File: src/pst_consts.svh
`ifndef PST_CONSTS_SVH
`define PST_CONSTS_SVH

// ****************************************
// Timing
// ****************************************
`define PST_CLK_PERIOD_NS   100
`define PST_CYCLE_TIME_NS   1000000

// ****************************************
// Pick-up reset ratio, percent
// ****************************************
`define PST_RESET_PCT       7'd97
`define PST_FULL_PCT        7'd100

// ****************************************
// Register byte addresses
// ****************************************
`define PST_ADDR_CTRL       8'h00
`define PST_ADDR_PICKUP     8'h04
`define PST_ADDR_DELAY      8'h08
`define PST_ADDR_TDIAL      8'h0C
`define PST_ADDR_STATUS     8'h10
`define PST_ADDR_MASK       8'h14
`define PST_ADDR_STATE      8'h18

// ****************************************
// Control fields and reset values
// ****************************************
`define PST_CTRL_DTYPE      0
`define PST_CTRL_SERIES     1
`define PST_CTRL_FORCE_EN   2
`define PST_CTRL_F_START    3
`define PST_CTRL_F_TRIP     4
`define PST_CTRL_F_BLOCK    5
`define PST_CTRL_W          6
`define PST_CTRL_RST        6'h00

// ****************************************
// Status and mask fields
// ****************************************
`define PST_ST_START        0
`define PST_ST_TRIP         1
`define PST_ST_BLOCK        2
`define PST_ST_W            3

`endif

File: src/pst_pkg.sv
package pst_pkg;

    // Stage condition
    typedef enum logic [1:0] {
        PST_IDLE    = 2'b00,
        PST_STARTED = 2'b01,
        PST_BLOCKED = 2'b10
    } pst_state_t;

    // Delay type selection
    typedef enum logic {
        PST_DEFINITE = 1'b0,
        PST_INVERSE  = 1'b1
    } pst_dtype_t;

    // Curve series selection
    typedef enum logic {
        PST_SER_IEC  = 1'b0,
        PST_SER_IEEE = 1'b1
    } pst_series_t;

endpackage : pst_pkg

File: src/pst_stage.sv
`timescale 1ns/1ps
`default_nettype none
`include "pst_consts.svh"

// Notes on behaviour
// - Release below 97 percent of pick-up setting
// - Compare setting and magnitude every cycle
// - Sample blocking input at cycle start
// - Pick-up unblocked asserts start, begins timing
// - Pick-up while blocked asserts blocked only
// - Blocking clears start and resets operate timing
// - Blocking logs time-stamped event with values
// - Instant mode trips together with start
// - Definite mode trips after fixed delay
// - Inverse mode delay from setting, magnitude
// - Inverse never trips before minimum delay
// - Delay type selectable, definite by default
// - Zero definite delay means instant operation
// - Curve series selectable, IEC by default
// - Output forcing only when forcing enabled
module pst_stage
    import pst_pkg::*;
#(
    parameter int MAG_W       = 16,
    parameter int DLY_W       = 21,
    parameter int TICK_CYCLES = `PST_CYCLE_TIME_NS / `PST_CLK_PERIOD_NS
) (
    // Clock and reset
    input  wire logic             ref_clk,
    input  wire logic             sys_rst,
    // Register port
    input  wire logic [7:0]       reg_addr,
    input  wire logic [31:0]      reg_wdata,
    input  wire logic             reg_wr,
    input  wire logic             reg_rd,
    output logic      [31:0]      reg_rdata,
    // Measurement front end and blocking matrix
    input  wire logic [MAG_W-1:0] measured_magnitude,
    input  wire logic [3:0]       fault_type,
    input  wire logic             block_in,
    // Stage outputs
    output logic                  start_o,
    output logic                  trip_o,
    output logic                  blocked_o,
    output logic                  irq_o,
    // Blocking event record
    output logic                  evt_valid_o,
    output logic      [31:0]      evt_time_o,
    output logic      [MAG_W-1:0] evt_mag_o,
    output logic      [3:0]       evt_fault_o
);

    // ****************************************
    // Local constants
    // ****************************************
    localparam int TW    = $clog2(TICK_CYCLES);
    localparam int PW    = MAG_W + 7;
    localparam int AW    = 2 * MAG_W + 8;
    localparam logic [TW-1:0]    TICK_LAST = TW'(TICK_CYCLES - 1);
    localparam logic [DLY_W-1:0] DLY_MAX   = {DLY_W{1'b1}};

    // ****************************************
    // Declarations
    // ****************************************
    logic [TW-1:0]       tick_cnt_q;
    logic                tick_q;
    logic                eval_q;
    logic [31:0]         time_q;
    logic [MAG_W-1:0]    meas_s_q;
    logic [3:0]          fault_s_q;
    logic                blk_s_q;
    logic [`PST_CTRL_W-1:0] ctrl_q;
    logic [MAG_W-1:0]    pickup_setting_q;
    logic [DLY_W-1:0]    delay_q;
    logic [MAG_W-1:0]    tdial_q;
    logic [`PST_ST_W-1:0] status_q;
    logic [`PST_ST_W-1:0] mask_q;
    logic [`PST_ST_W-1:0] st_set;
    pst_state_t          state_q;
    logic                pick_q;
    logic                pick_d;
    logic                trip_q;
    logic [DLY_W-1:0]    dt_cnt_q;
    logic [DLY_W-1:0]    dt_cnt_next;
    logic [AW-1:0]       acc_q;
    logic [AW-1:0]       acc_next;
    logic [MAG_W-1:0]    inc;
    logic [AW-1:0]       thr;
    logic                go_start;
    logic                go_block;
    logic                dt_done;
    logic                inv_done;
    logic                blk_event;
    logic                definite_delay_mode;
    logic                inverse_minimum_delay_mode;
    logic                iec_series;
    logic [PW-1:0]       meas_pct;
    logic [PW-1:0]       hold_pct;

    assign definite_delay_mode        = (ctrl_q[`PST_CTRL_DTYPE] == PST_DEFINITE);
    assign inverse_minimum_delay_mode = (ctrl_q[`PST_CTRL_DTYPE] == PST_INVERSE);
    assign iec_series                 = (ctrl_q[`PST_CTRL_SERIES] == PST_SER_IEC);

    // ****************************************
    // Processing cycle divider
    // ****************************************
    // One tick per processing cycle; eval follows so sampled values settle first
    always_ff @(posedge ref_clk or posedge sys_rst) begin
        if (sys_rst) begin
            tick_cnt_q <= '0;
            tick_q     <= 1'b0;
            eval_q     <= 1'b0;
        end else begin
            tick_q     <= (tick_cnt_q == TICK_LAST);
            tick_cnt_q <= (tick_cnt_q == TICK_LAST) ? '0 : tick_cnt_q + 1'b1;
            eval_q     <= tick_q;
        end
    end

    // Millisecond time stamp for the event record
    always_ff @(posedge ref_clk or posedge sys_rst) begin
        if (sys_rst) begin
            time_q <= '0;
        end else if (tick_q) begin
            time_q <= time_q + 32'h0000_0001;
        end
    end

    // ****************************************
    // Input sampling
    // ****************************************
    // Blocking is looked at once per cycle, so a source must lead the trip by a margin
    always_ff @(posedge ref_clk or posedge sys_rst) begin
        if (sys_rst) begin
            meas_s_q  <= '0;
            fault_s_q <= '0;
            blk_s_q   <= 1'b0;
        end else if (tick_q) begin
            meas_s_q  <= measured_magnitude;
            fault_s_q <= fault_type;
            blk_s_q   <= block_in;
        end
    end

    // ****************************************
    // Pick-up element
    // ****************************************
    // Cross products avoid a divider: m*100 against set*97
    assign meas_pct = PW'(meas_s_q) * PW'(`PST_FULL_PCT);
    assign hold_pct = PW'(pickup_setting_q) * PW'(`PST_RESET_PCT);
    always_comb begin
        if (pick_q) begin
            pick_d = (meas_pct >= hold_pct);
        end else begin
            pick_d = (meas_s_q > pickup_setting_q);
        end
    end

    always_ff @(posedge ref_clk or posedge sys_rst) begin
        if (sys_rst) begin
            pick_q <= 1'b0;
        end else if (eval_q) begin
            pick_q <= pick_d;
        end
    end

    // ****************************************
    // Operating delay arithmetic
    // ****************************************
    // Inverse curve as a running integral: IEC integrates m, IEEE integrates m-set
    always_comb begin
        if (iec_series) begin
            inc = meas_s_q;
        end else if (meas_s_q > pickup_setting_q) begin
            inc = meas_s_q - pickup_setting_q;
        end else begin
            inc = '0;
        end
    end
    assign thr         = AW'(tdial_q) * AW'(pickup_setting_q);
    assign acc_next    = acc_q + AW'(inc);
    assign dt_cnt_next = (dt_cnt_q == DLY_MAX) ? dt_cnt_q : dt_cnt_q + 1'b1;
    assign dt_done     = (dt_cnt_next >= delay_q);
    assign inv_done    = (acc_next >= thr) && (dt_cnt_next >= delay_q);
    assign go_start    = eval_q && (state_q == PST_IDLE) && pick_d && !blk_s_q;
    assign go_block    = eval_q && pick_d && blk_s_q && (state_q != PST_BLOCKED);
    assign blk_event   = go_block;

    // ****************************************
    // Stage state machine
    // ****************************************
    always_ff @(posedge ref_clk or posedge sys_rst) begin
        if (sys_rst) begin
            state_q  <= PST_IDLE;
            trip_q   <= 1'b0;
            dt_cnt_q <= '0;
            acc_q    <= '0;
        end else if (eval_q) begin
            unique case (state_q)
                PST_IDLE: begin
                    if (pick_d && blk_s_q) begin
                        state_q <= PST_BLOCKED;
                    end else if (pick_d) begin
                        state_q  <= PST_STARTED;
                        dt_cnt_q <= {{(DLY_W-1){1'b0}}, 1'b1};
                        acc_q    <= AW'(inc);
                        trip_q   <= definite_delay_mode && (delay_q == '0);
                    end
                end
                PST_STARTED: begin
                    if (!pick_d || blk_s_q) begin
                        // Drop-out and blocking share one release path
                        state_q  <= blk_s_q && pick_d ? PST_BLOCKED : PST_IDLE;
                        trip_q   <= 1'b0;
                        dt_cnt_q <= '0;
                        acc_q    <= '0;
                    end else begin
                        dt_cnt_q <= dt_cnt_next;
                        if (inverse_minimum_delay_mode) begin
                            acc_q <= (acc_next >= thr) ? thr : acc_next;
                            if (inv_done) begin
                                trip_q <= 1'b1;
                            end
                        end else if (dt_done) begin
                            trip_q <= 1'b1;
                        end
                    end
                end
                PST_BLOCKED: begin
                    // Leave once either cause is gone; a fresh start is judged next cycle
                    if (!pick_d || !blk_s_q) begin
                        state_q <= PST_IDLE;
                    end
                end
                default: begin
                    state_q <= PST_IDLE;
                end
            endcase
        end
    end

    // ****************************************
    // Blocking event record
    // ****************************************
    always_ff @(posedge ref_clk or posedge sys_rst) begin
        if (sys_rst) begin
            evt_valid_o <= 1'b0;
            evt_time_o  <= '0;
            evt_mag_o   <= '0;
            evt_fault_o <= '0;
        end else begin
            evt_valid_o <= blk_event;
            if (blk_event) begin
                evt_time_o  <= time_q;
                evt_mag_o   <= meas_s_q;
                evt_fault_o <= fault_s_q;
            end
        end
    end

    // ****************************************
    // Stage outputs with forcing
    // ****************************************
    always_ff @(posedge ref_clk or posedge sys_rst) begin
        if (sys_rst) begin
            start_o   <= 1'b0;
            trip_o    <= 1'b0;
            blocked_o <= 1'b0;
        end else if (ctrl_q[`PST_CTRL_FORCE_EN]) begin
            start_o   <= ctrl_q[`PST_CTRL_F_START];
            trip_o    <= ctrl_q[`PST_CTRL_F_TRIP];
            blocked_o <= ctrl_q[`PST_CTRL_F_BLOCK];
        end else begin
            start_o   <= (state_q == PST_STARTED);
            trip_o    <= trip_q;
            blocked_o <= (state_q == PST_BLOCKED);
        end
    end

    // ****************************************
    // Register writes
    // ****************************************
    always_ff @(posedge ref_clk or posedge sys_rst) begin
        if (sys_rst) begin
            ctrl_q           <= `PST_CTRL_RST;
            pickup_setting_q <= '0;
            delay_q          <= '0;
            tdial_q          <= '0;
            mask_q           <= '0;
        end else if (reg_wr) begin
            unique case (reg_addr)
                `PST_ADDR_CTRL:   ctrl_q           <= reg_wdata[`PST_CTRL_W-1:0];
                `PST_ADDR_PICKUP: pickup_setting_q <= reg_wdata[MAG_W-1:0];
                `PST_ADDR_DELAY:  delay_q          <= reg_wdata[DLY_W-1:0];
                `PST_ADDR_TDIAL:  tdial_q          <= reg_wdata[MAG_W-1:0];
                `PST_ADDR_MASK:   mask_q           <= reg_wdata[`PST_ST_W-1:0];
                default: ;
            endcase
        end
    end

    // ****************************************
    // Interrupt status
    // ****************************************
    assign st_set[`PST_ST_START] = go_start;
    // Instant operation trips at the start evaluation, so it must raise the trip event too
    assign st_set[`PST_ST_TRIP]  = eval_q && !trip_q && (state_q == PST_STARTED) && pick_d && !blk_s_q &&
                                   (inverse_minimum_delay_mode ? inv_done : dt_done) ||
                                   (go_start && definite_delay_mode && (delay_q == '0));
    assign st_set[`PST_ST_BLOCK] = blk_event;

    // Read clears, but an event in the same cycle still lands
    always_ff @(posedge ref_clk or posedge sys_rst) begin
        if (sys_rst) begin
            status_q <= '0;
            irq_o    <= 1'b0;
        end else begin
            if (reg_rd && (reg_addr == `PST_ADDR_STATUS)) begin
                status_q <= st_set;
            end else begin
                status_q <= status_q | st_set;
            end
            irq_o <= |(status_q & mask_q);
        end
    end

    // ****************************************
    // Register reads
    // ****************************************
    always_ff @(posedge ref_clk or posedge sys_rst) begin
        if (sys_rst) begin
            reg_rdata <= '0;
        end else if (reg_rd) begin
            unique case (reg_addr)
                `PST_ADDR_CTRL:   reg_rdata <= 32'(ctrl_q);
                `PST_ADDR_PICKUP: reg_rdata <= 32'(pickup_setting_q);
                `PST_ADDR_DELAY:  reg_rdata <= 32'(delay_q);
                `PST_ADDR_TDIAL:  reg_rdata <= 32'(tdial_q);
                `PST_ADDR_STATUS: reg_rdata <= 32'(status_q);
                `PST_ADDR_MASK:   reg_rdata <= 32'(mask_q);
                `PST_ADDR_STATE:  reg_rdata <= 32'({meas_s_q, 12'h000, blk_s_q, trip_q, state_q});
                default:          reg_rdata <= 32'h0000_0000;
            endcase
        end else begin
            reg_rdata <= 32'h0000_0000;
        end
    end
endmodule : pst_stage

`default_nettype wire

File: config.mk
export PLATFORM = sky130hd
export DESIGN_NAME = pst_stage
export DESIGN_NICKNAME = d
export VERILOG_FILES = /design/src/pst_pkg.sv /design/src/pst_stage.sv
export VERILOG_INCLUDE_DIRS = /design/src
export SDC_FILE = /design/constraint.sdc
export NUM_CORES = 2
export LEC_CHECK = 0
export BUFFER_PORTS_ARGS = -buffer_cell sky130_fd_sc_hd__buf_2
export CORE_MARGIN = 4
export CORE_UTILIZATION = 38
export DETAILED_ROUTE_END_ITERATION = 10
export PLACE_DENSITY = 0.58
export SETUP_SLACK_MARGIN = 0.3
export SLEW_MARGIN = 40
export SYNTH_ARGS = -nofsm -noshare
export SYNTH_HDL_FRONTEND = slang
export SYNTH_SLANG_ARGS = --single-unit
File: constraint.sdc
create_clock -name ref_clk -period 15.6 [get_ports ref_clk]
set_input_delay 0.78 -clock ref_clk [delete_from_list [all_inputs] [get_ports ref_clk]]
set_output_delay 0.78 -clock ref_clk [all_outputs]
set_load 0.01 [all_outputs]
==> summary.txt <==
Timing
  – Slew headroom: 38.99%
  – Pins Over Slew Limit: 0
  – Final hold violation count: 0
  – FMAX: 104.9 MHz
  – Total negative slack: 0 ns
  – Post-route minimum period: 9.535 ns
  – Period utilization: 61.12%
  – Clk_skew: 0.04630 ns
  – Hold Slack: 0.3093 ns
  – Final setup vio count: 0
  – RSZ-0062 raised after global routing: no
  – Worst slew pin tran: 0.9130 ns

CTS
  – H-tree levels: 2
  – Setup bufs post-CTS: 0
  – CTS tree: done
  – Worst skew pair latency: 0.59 ns
  – Clock sinks: 288
  – Maximum root-to-sink buffer count: 3
  – CTS buffer count: 36
  – Resized Gates After CTS: 0
  – # hold bufs at CTS: 0
  – Clock transition at path regs: 0.06 ns
  – Root Buffer: clkbuf_16

Yosys
  – Largest area contributor in the netlist: dfrtp_1
  – Cell area after synthesis: 27880 um^2
  – Count of different cell masters after synthesis: 91
  – Sequential fraction of the synthesis area: 25.85%
  – Post-synth EDFFs: 0
  – Mean Syn Cell Area: 9.599 um^2
  – Ys async rst share: 100.0%
  – Ys flop type: dfrtp_1
  – Syn nets: 3520
  – Synth warnings: 0
  – Register bit count reported by yosys: 288
  – Synth top area share: 25.85%
  – Largest cells by area after synthesis: dfrtp_1 26%, fa_1 15%, ha_1 15%, inv_1 5.3%, mux2_2 4.8%
  – Mapped Cells: 2904

Critical path
  – Worst r2r src: tdial_q[10]
  – CP Class: reg2reg
  – CP Max Fanout: 28
  – Reg-to-reg endpoint: acc_q[17]
  – CP arrival: 10.01 ns
  – R2r setup slk: 6.07 ns
  – Critical path's slowest cell: dfrtp_1
  – Top delay family on crit path: adder cells
  – Stages on worst setup path: 33
  – Worst setup EP type: flip-flop
  – WP buf/inv: 6
  – Slowest stage delay, CP: 0.86 ns
  – CP Data Required Time: 16.08 ns
  – Startpoint types: flip-flop
  – CP most frequent cell: fa_1
  – Number of cells on the worst reg-to-reg path: 33

GRT
  – Grt met1 use: 27.68%
  – Pin count of the biggest net entering global routing: 93
  – First-pass GRT wire length: 119600 um
  – Overall Global Routing Usage: 19.24%
  – Initial antenna violation count: 8
  – Gr ovfl total: 0
  – GRT met2 Usage: 30.23%
  – Met3 global-route usage: 2.834%
  – Vias in the first global route: 20890
  – Grt peak-use layer: met2

Detailed routing
  – DRT Pass-1 Iters: 6
  – Final WL: 73850 um
  – DRT antenna net count: 0
  – Vias: 20750
  – DRC: 0
  – DRT iter0 DRCs: 1282
  – Via density: 5.196
  – DR WL/cell: 18.49 um

Pwr
  – Pwr Density: 61.51 nW/um^2
  – Leak pwr: 0.01591 uW
  – Worst vdd ir: 0.06859 mV

Final layout
  – Final Util: 42.35%
  – Post-Layout Inst Area: 30850 um^2
  – Share of cells above drive strength 1: 13.23%
  – Area delta synth->final: 10.66%
  – Layout Cells excl Fill: 3993
  – Layout Nets: 3621

Placement
  – Placed cell count: 3926
  – Port buffer count: 142
  – DP Wirelength: 55490 um
  – GPL Wtd Cong: 0.8509
  – Area post-placement: 29600 um^2

Min path
  – Hold Crit Class: in2async

Die
  – Core footprint: 72830 um^2
  – # IOs: 154
  – Die Area: 77760 um^2
  – Rows: 99
  – Die X: 278.9 um
  – Initial core utilization: 38.27%
  – Die Height: 278.9 um

Job
  – Max_cap viols: 0

Run status
  – Outcome: finished clean
cells by family (layout without fill, tap and decap cells):
logic type | after synthesis | count (layout) | share of synthesized area, %
flops | 288 | 288 | 25.85
xor+xnor | 165 | 165 | 5.184
mux | 144 | 144 | 5.741
fa+ha+maj | 551 | 551 | 30.52
compound gates | 447 | 447 | 10.59
other cells | 0 | 2 | 0
buf+inv | 496 | 624 | 7.042
simple gates | 813 | 813 | 15.07
how the worst max path moves through the flow:
stage,startpoint,end,slack (ns)
CTS,pickup_setting_q[2],acc_q[17],6.07
finish,tdial_q[10],acc_q[17],6.07
floorplan,sys_rst,acc_q[0],6.87
detailed placement,pickup_setting_q[2],acc_q[17],6.14
global route,tdial_q[10],acc_q[17],5.58
global placement,pickup_setting_q[3],acc_q[17],5.71
cell usage after synthesis (5+ instances only):
master       n
inv_1      391
ha_1       336
dfrtp_1    288
nand2_1    286
fa_1       215
and2_1     153
mux2_2     118
a21oi_1    102
xnor2_1    102
o21ai_0     97
nor2_1      95
clkbuf_1    74
nand3_1     67
xor2_1      63
a21o_1      46
nand4_1     37
nand2b_1    31
and3_1      30
a22oi_1     27
nor3_1      24
a31oi_1     19
mux2i_1     17
a211oi_1    15
buf_2       15
nor4_1      15
o211ai_1    15
o221ai_1    15
or3_1       13
o21a_1      11
o22ai_1     11
o31ai_1     11
or2_2       11
buf_6       10
nor2b_1     10
o21bai_1    10
mux2_1       9
o31a_1       8
o21ai_1      6
a211o_1      5
a2bb2oi_1    5
and4_1       5
nor3b_1      5
routing by layer:
layer | vias up | routed length, um
met5 | - | 39
met4 | 6 | 2311
met3 | 109 | 3586
met2 | 453 | 32800
met1 | 10190 | 35110
li1 | 9996 | -
flip-flops by register name (all words and copies together), names as in the netlist, 16 cells and up:
signal	flops
meas_s_q	16
acc_q	40
evt_mag_o	16
delay_q	21
dt_cnt_q	21
time_q	32
pickup_setting_q	16
tdial_q	16
evt_time_o	32
reg_rdata	32
final cells by class:
class                   instances  area [um^2]
diodes                          2        5.005
clock buffers                  49        989.7
clock inverters                16        240.2
fillers                      7217        41990
inverters                     391         1475
multi-input cells            2120        18760
flip-flops and latches        288         7219
well taps                     959         1200
repair buffers                168        958.4
metrics by stage:
stage               setup WS [ns]  power, uW
floorplan                   6.871      962.6
global placement            5.713       1035
detailed placement          6.137       1043
CTS                         6.067       1920
global route                5.575       1982
finish                      6.065       1898
cells in the final DEF, fill, tap and decap left out, types with 27 or more instances in the layout:
cell	netlist	final
buf_2	15	142
nand2b_1	31	31
xor2_1	63	63
a21oi_1	102	102
and2_1	153	153
ha_1	336	336
inv_1	391	390
clkbuf_16	0	36
xnor2_1	102	102
o21ai_0	97	97
nand2_1	286	283
nor2_1	95	95
mux2_2	118	118
and3_1	30	30
a22oi_1	27	27
nand3_1	67	67
fa_1	215	215
dfrtp_1	288	278
a21o_1	46	46
nand4_1	37	37
power by group:
part / internal [uW] / switching [uW]
Sequential: 755 / 30.7
Combinational: 94.5 / 151
Clock: 504 / 362
Total: 1350 / 543
worst reg2reg max path: cells and delay by family (launching register included):
kind / cells / cell delay (ns)
fa+ha+maj: 8 / 3.85
simple gates: 9 / 2.25
compound gates: 9 / 1.66
flops: 1 / 0.86
buf+inv: 6 / 0.60
xor+xnor: 1 / 0.23
Note: power is estimated with default switching activity, not from simulation.
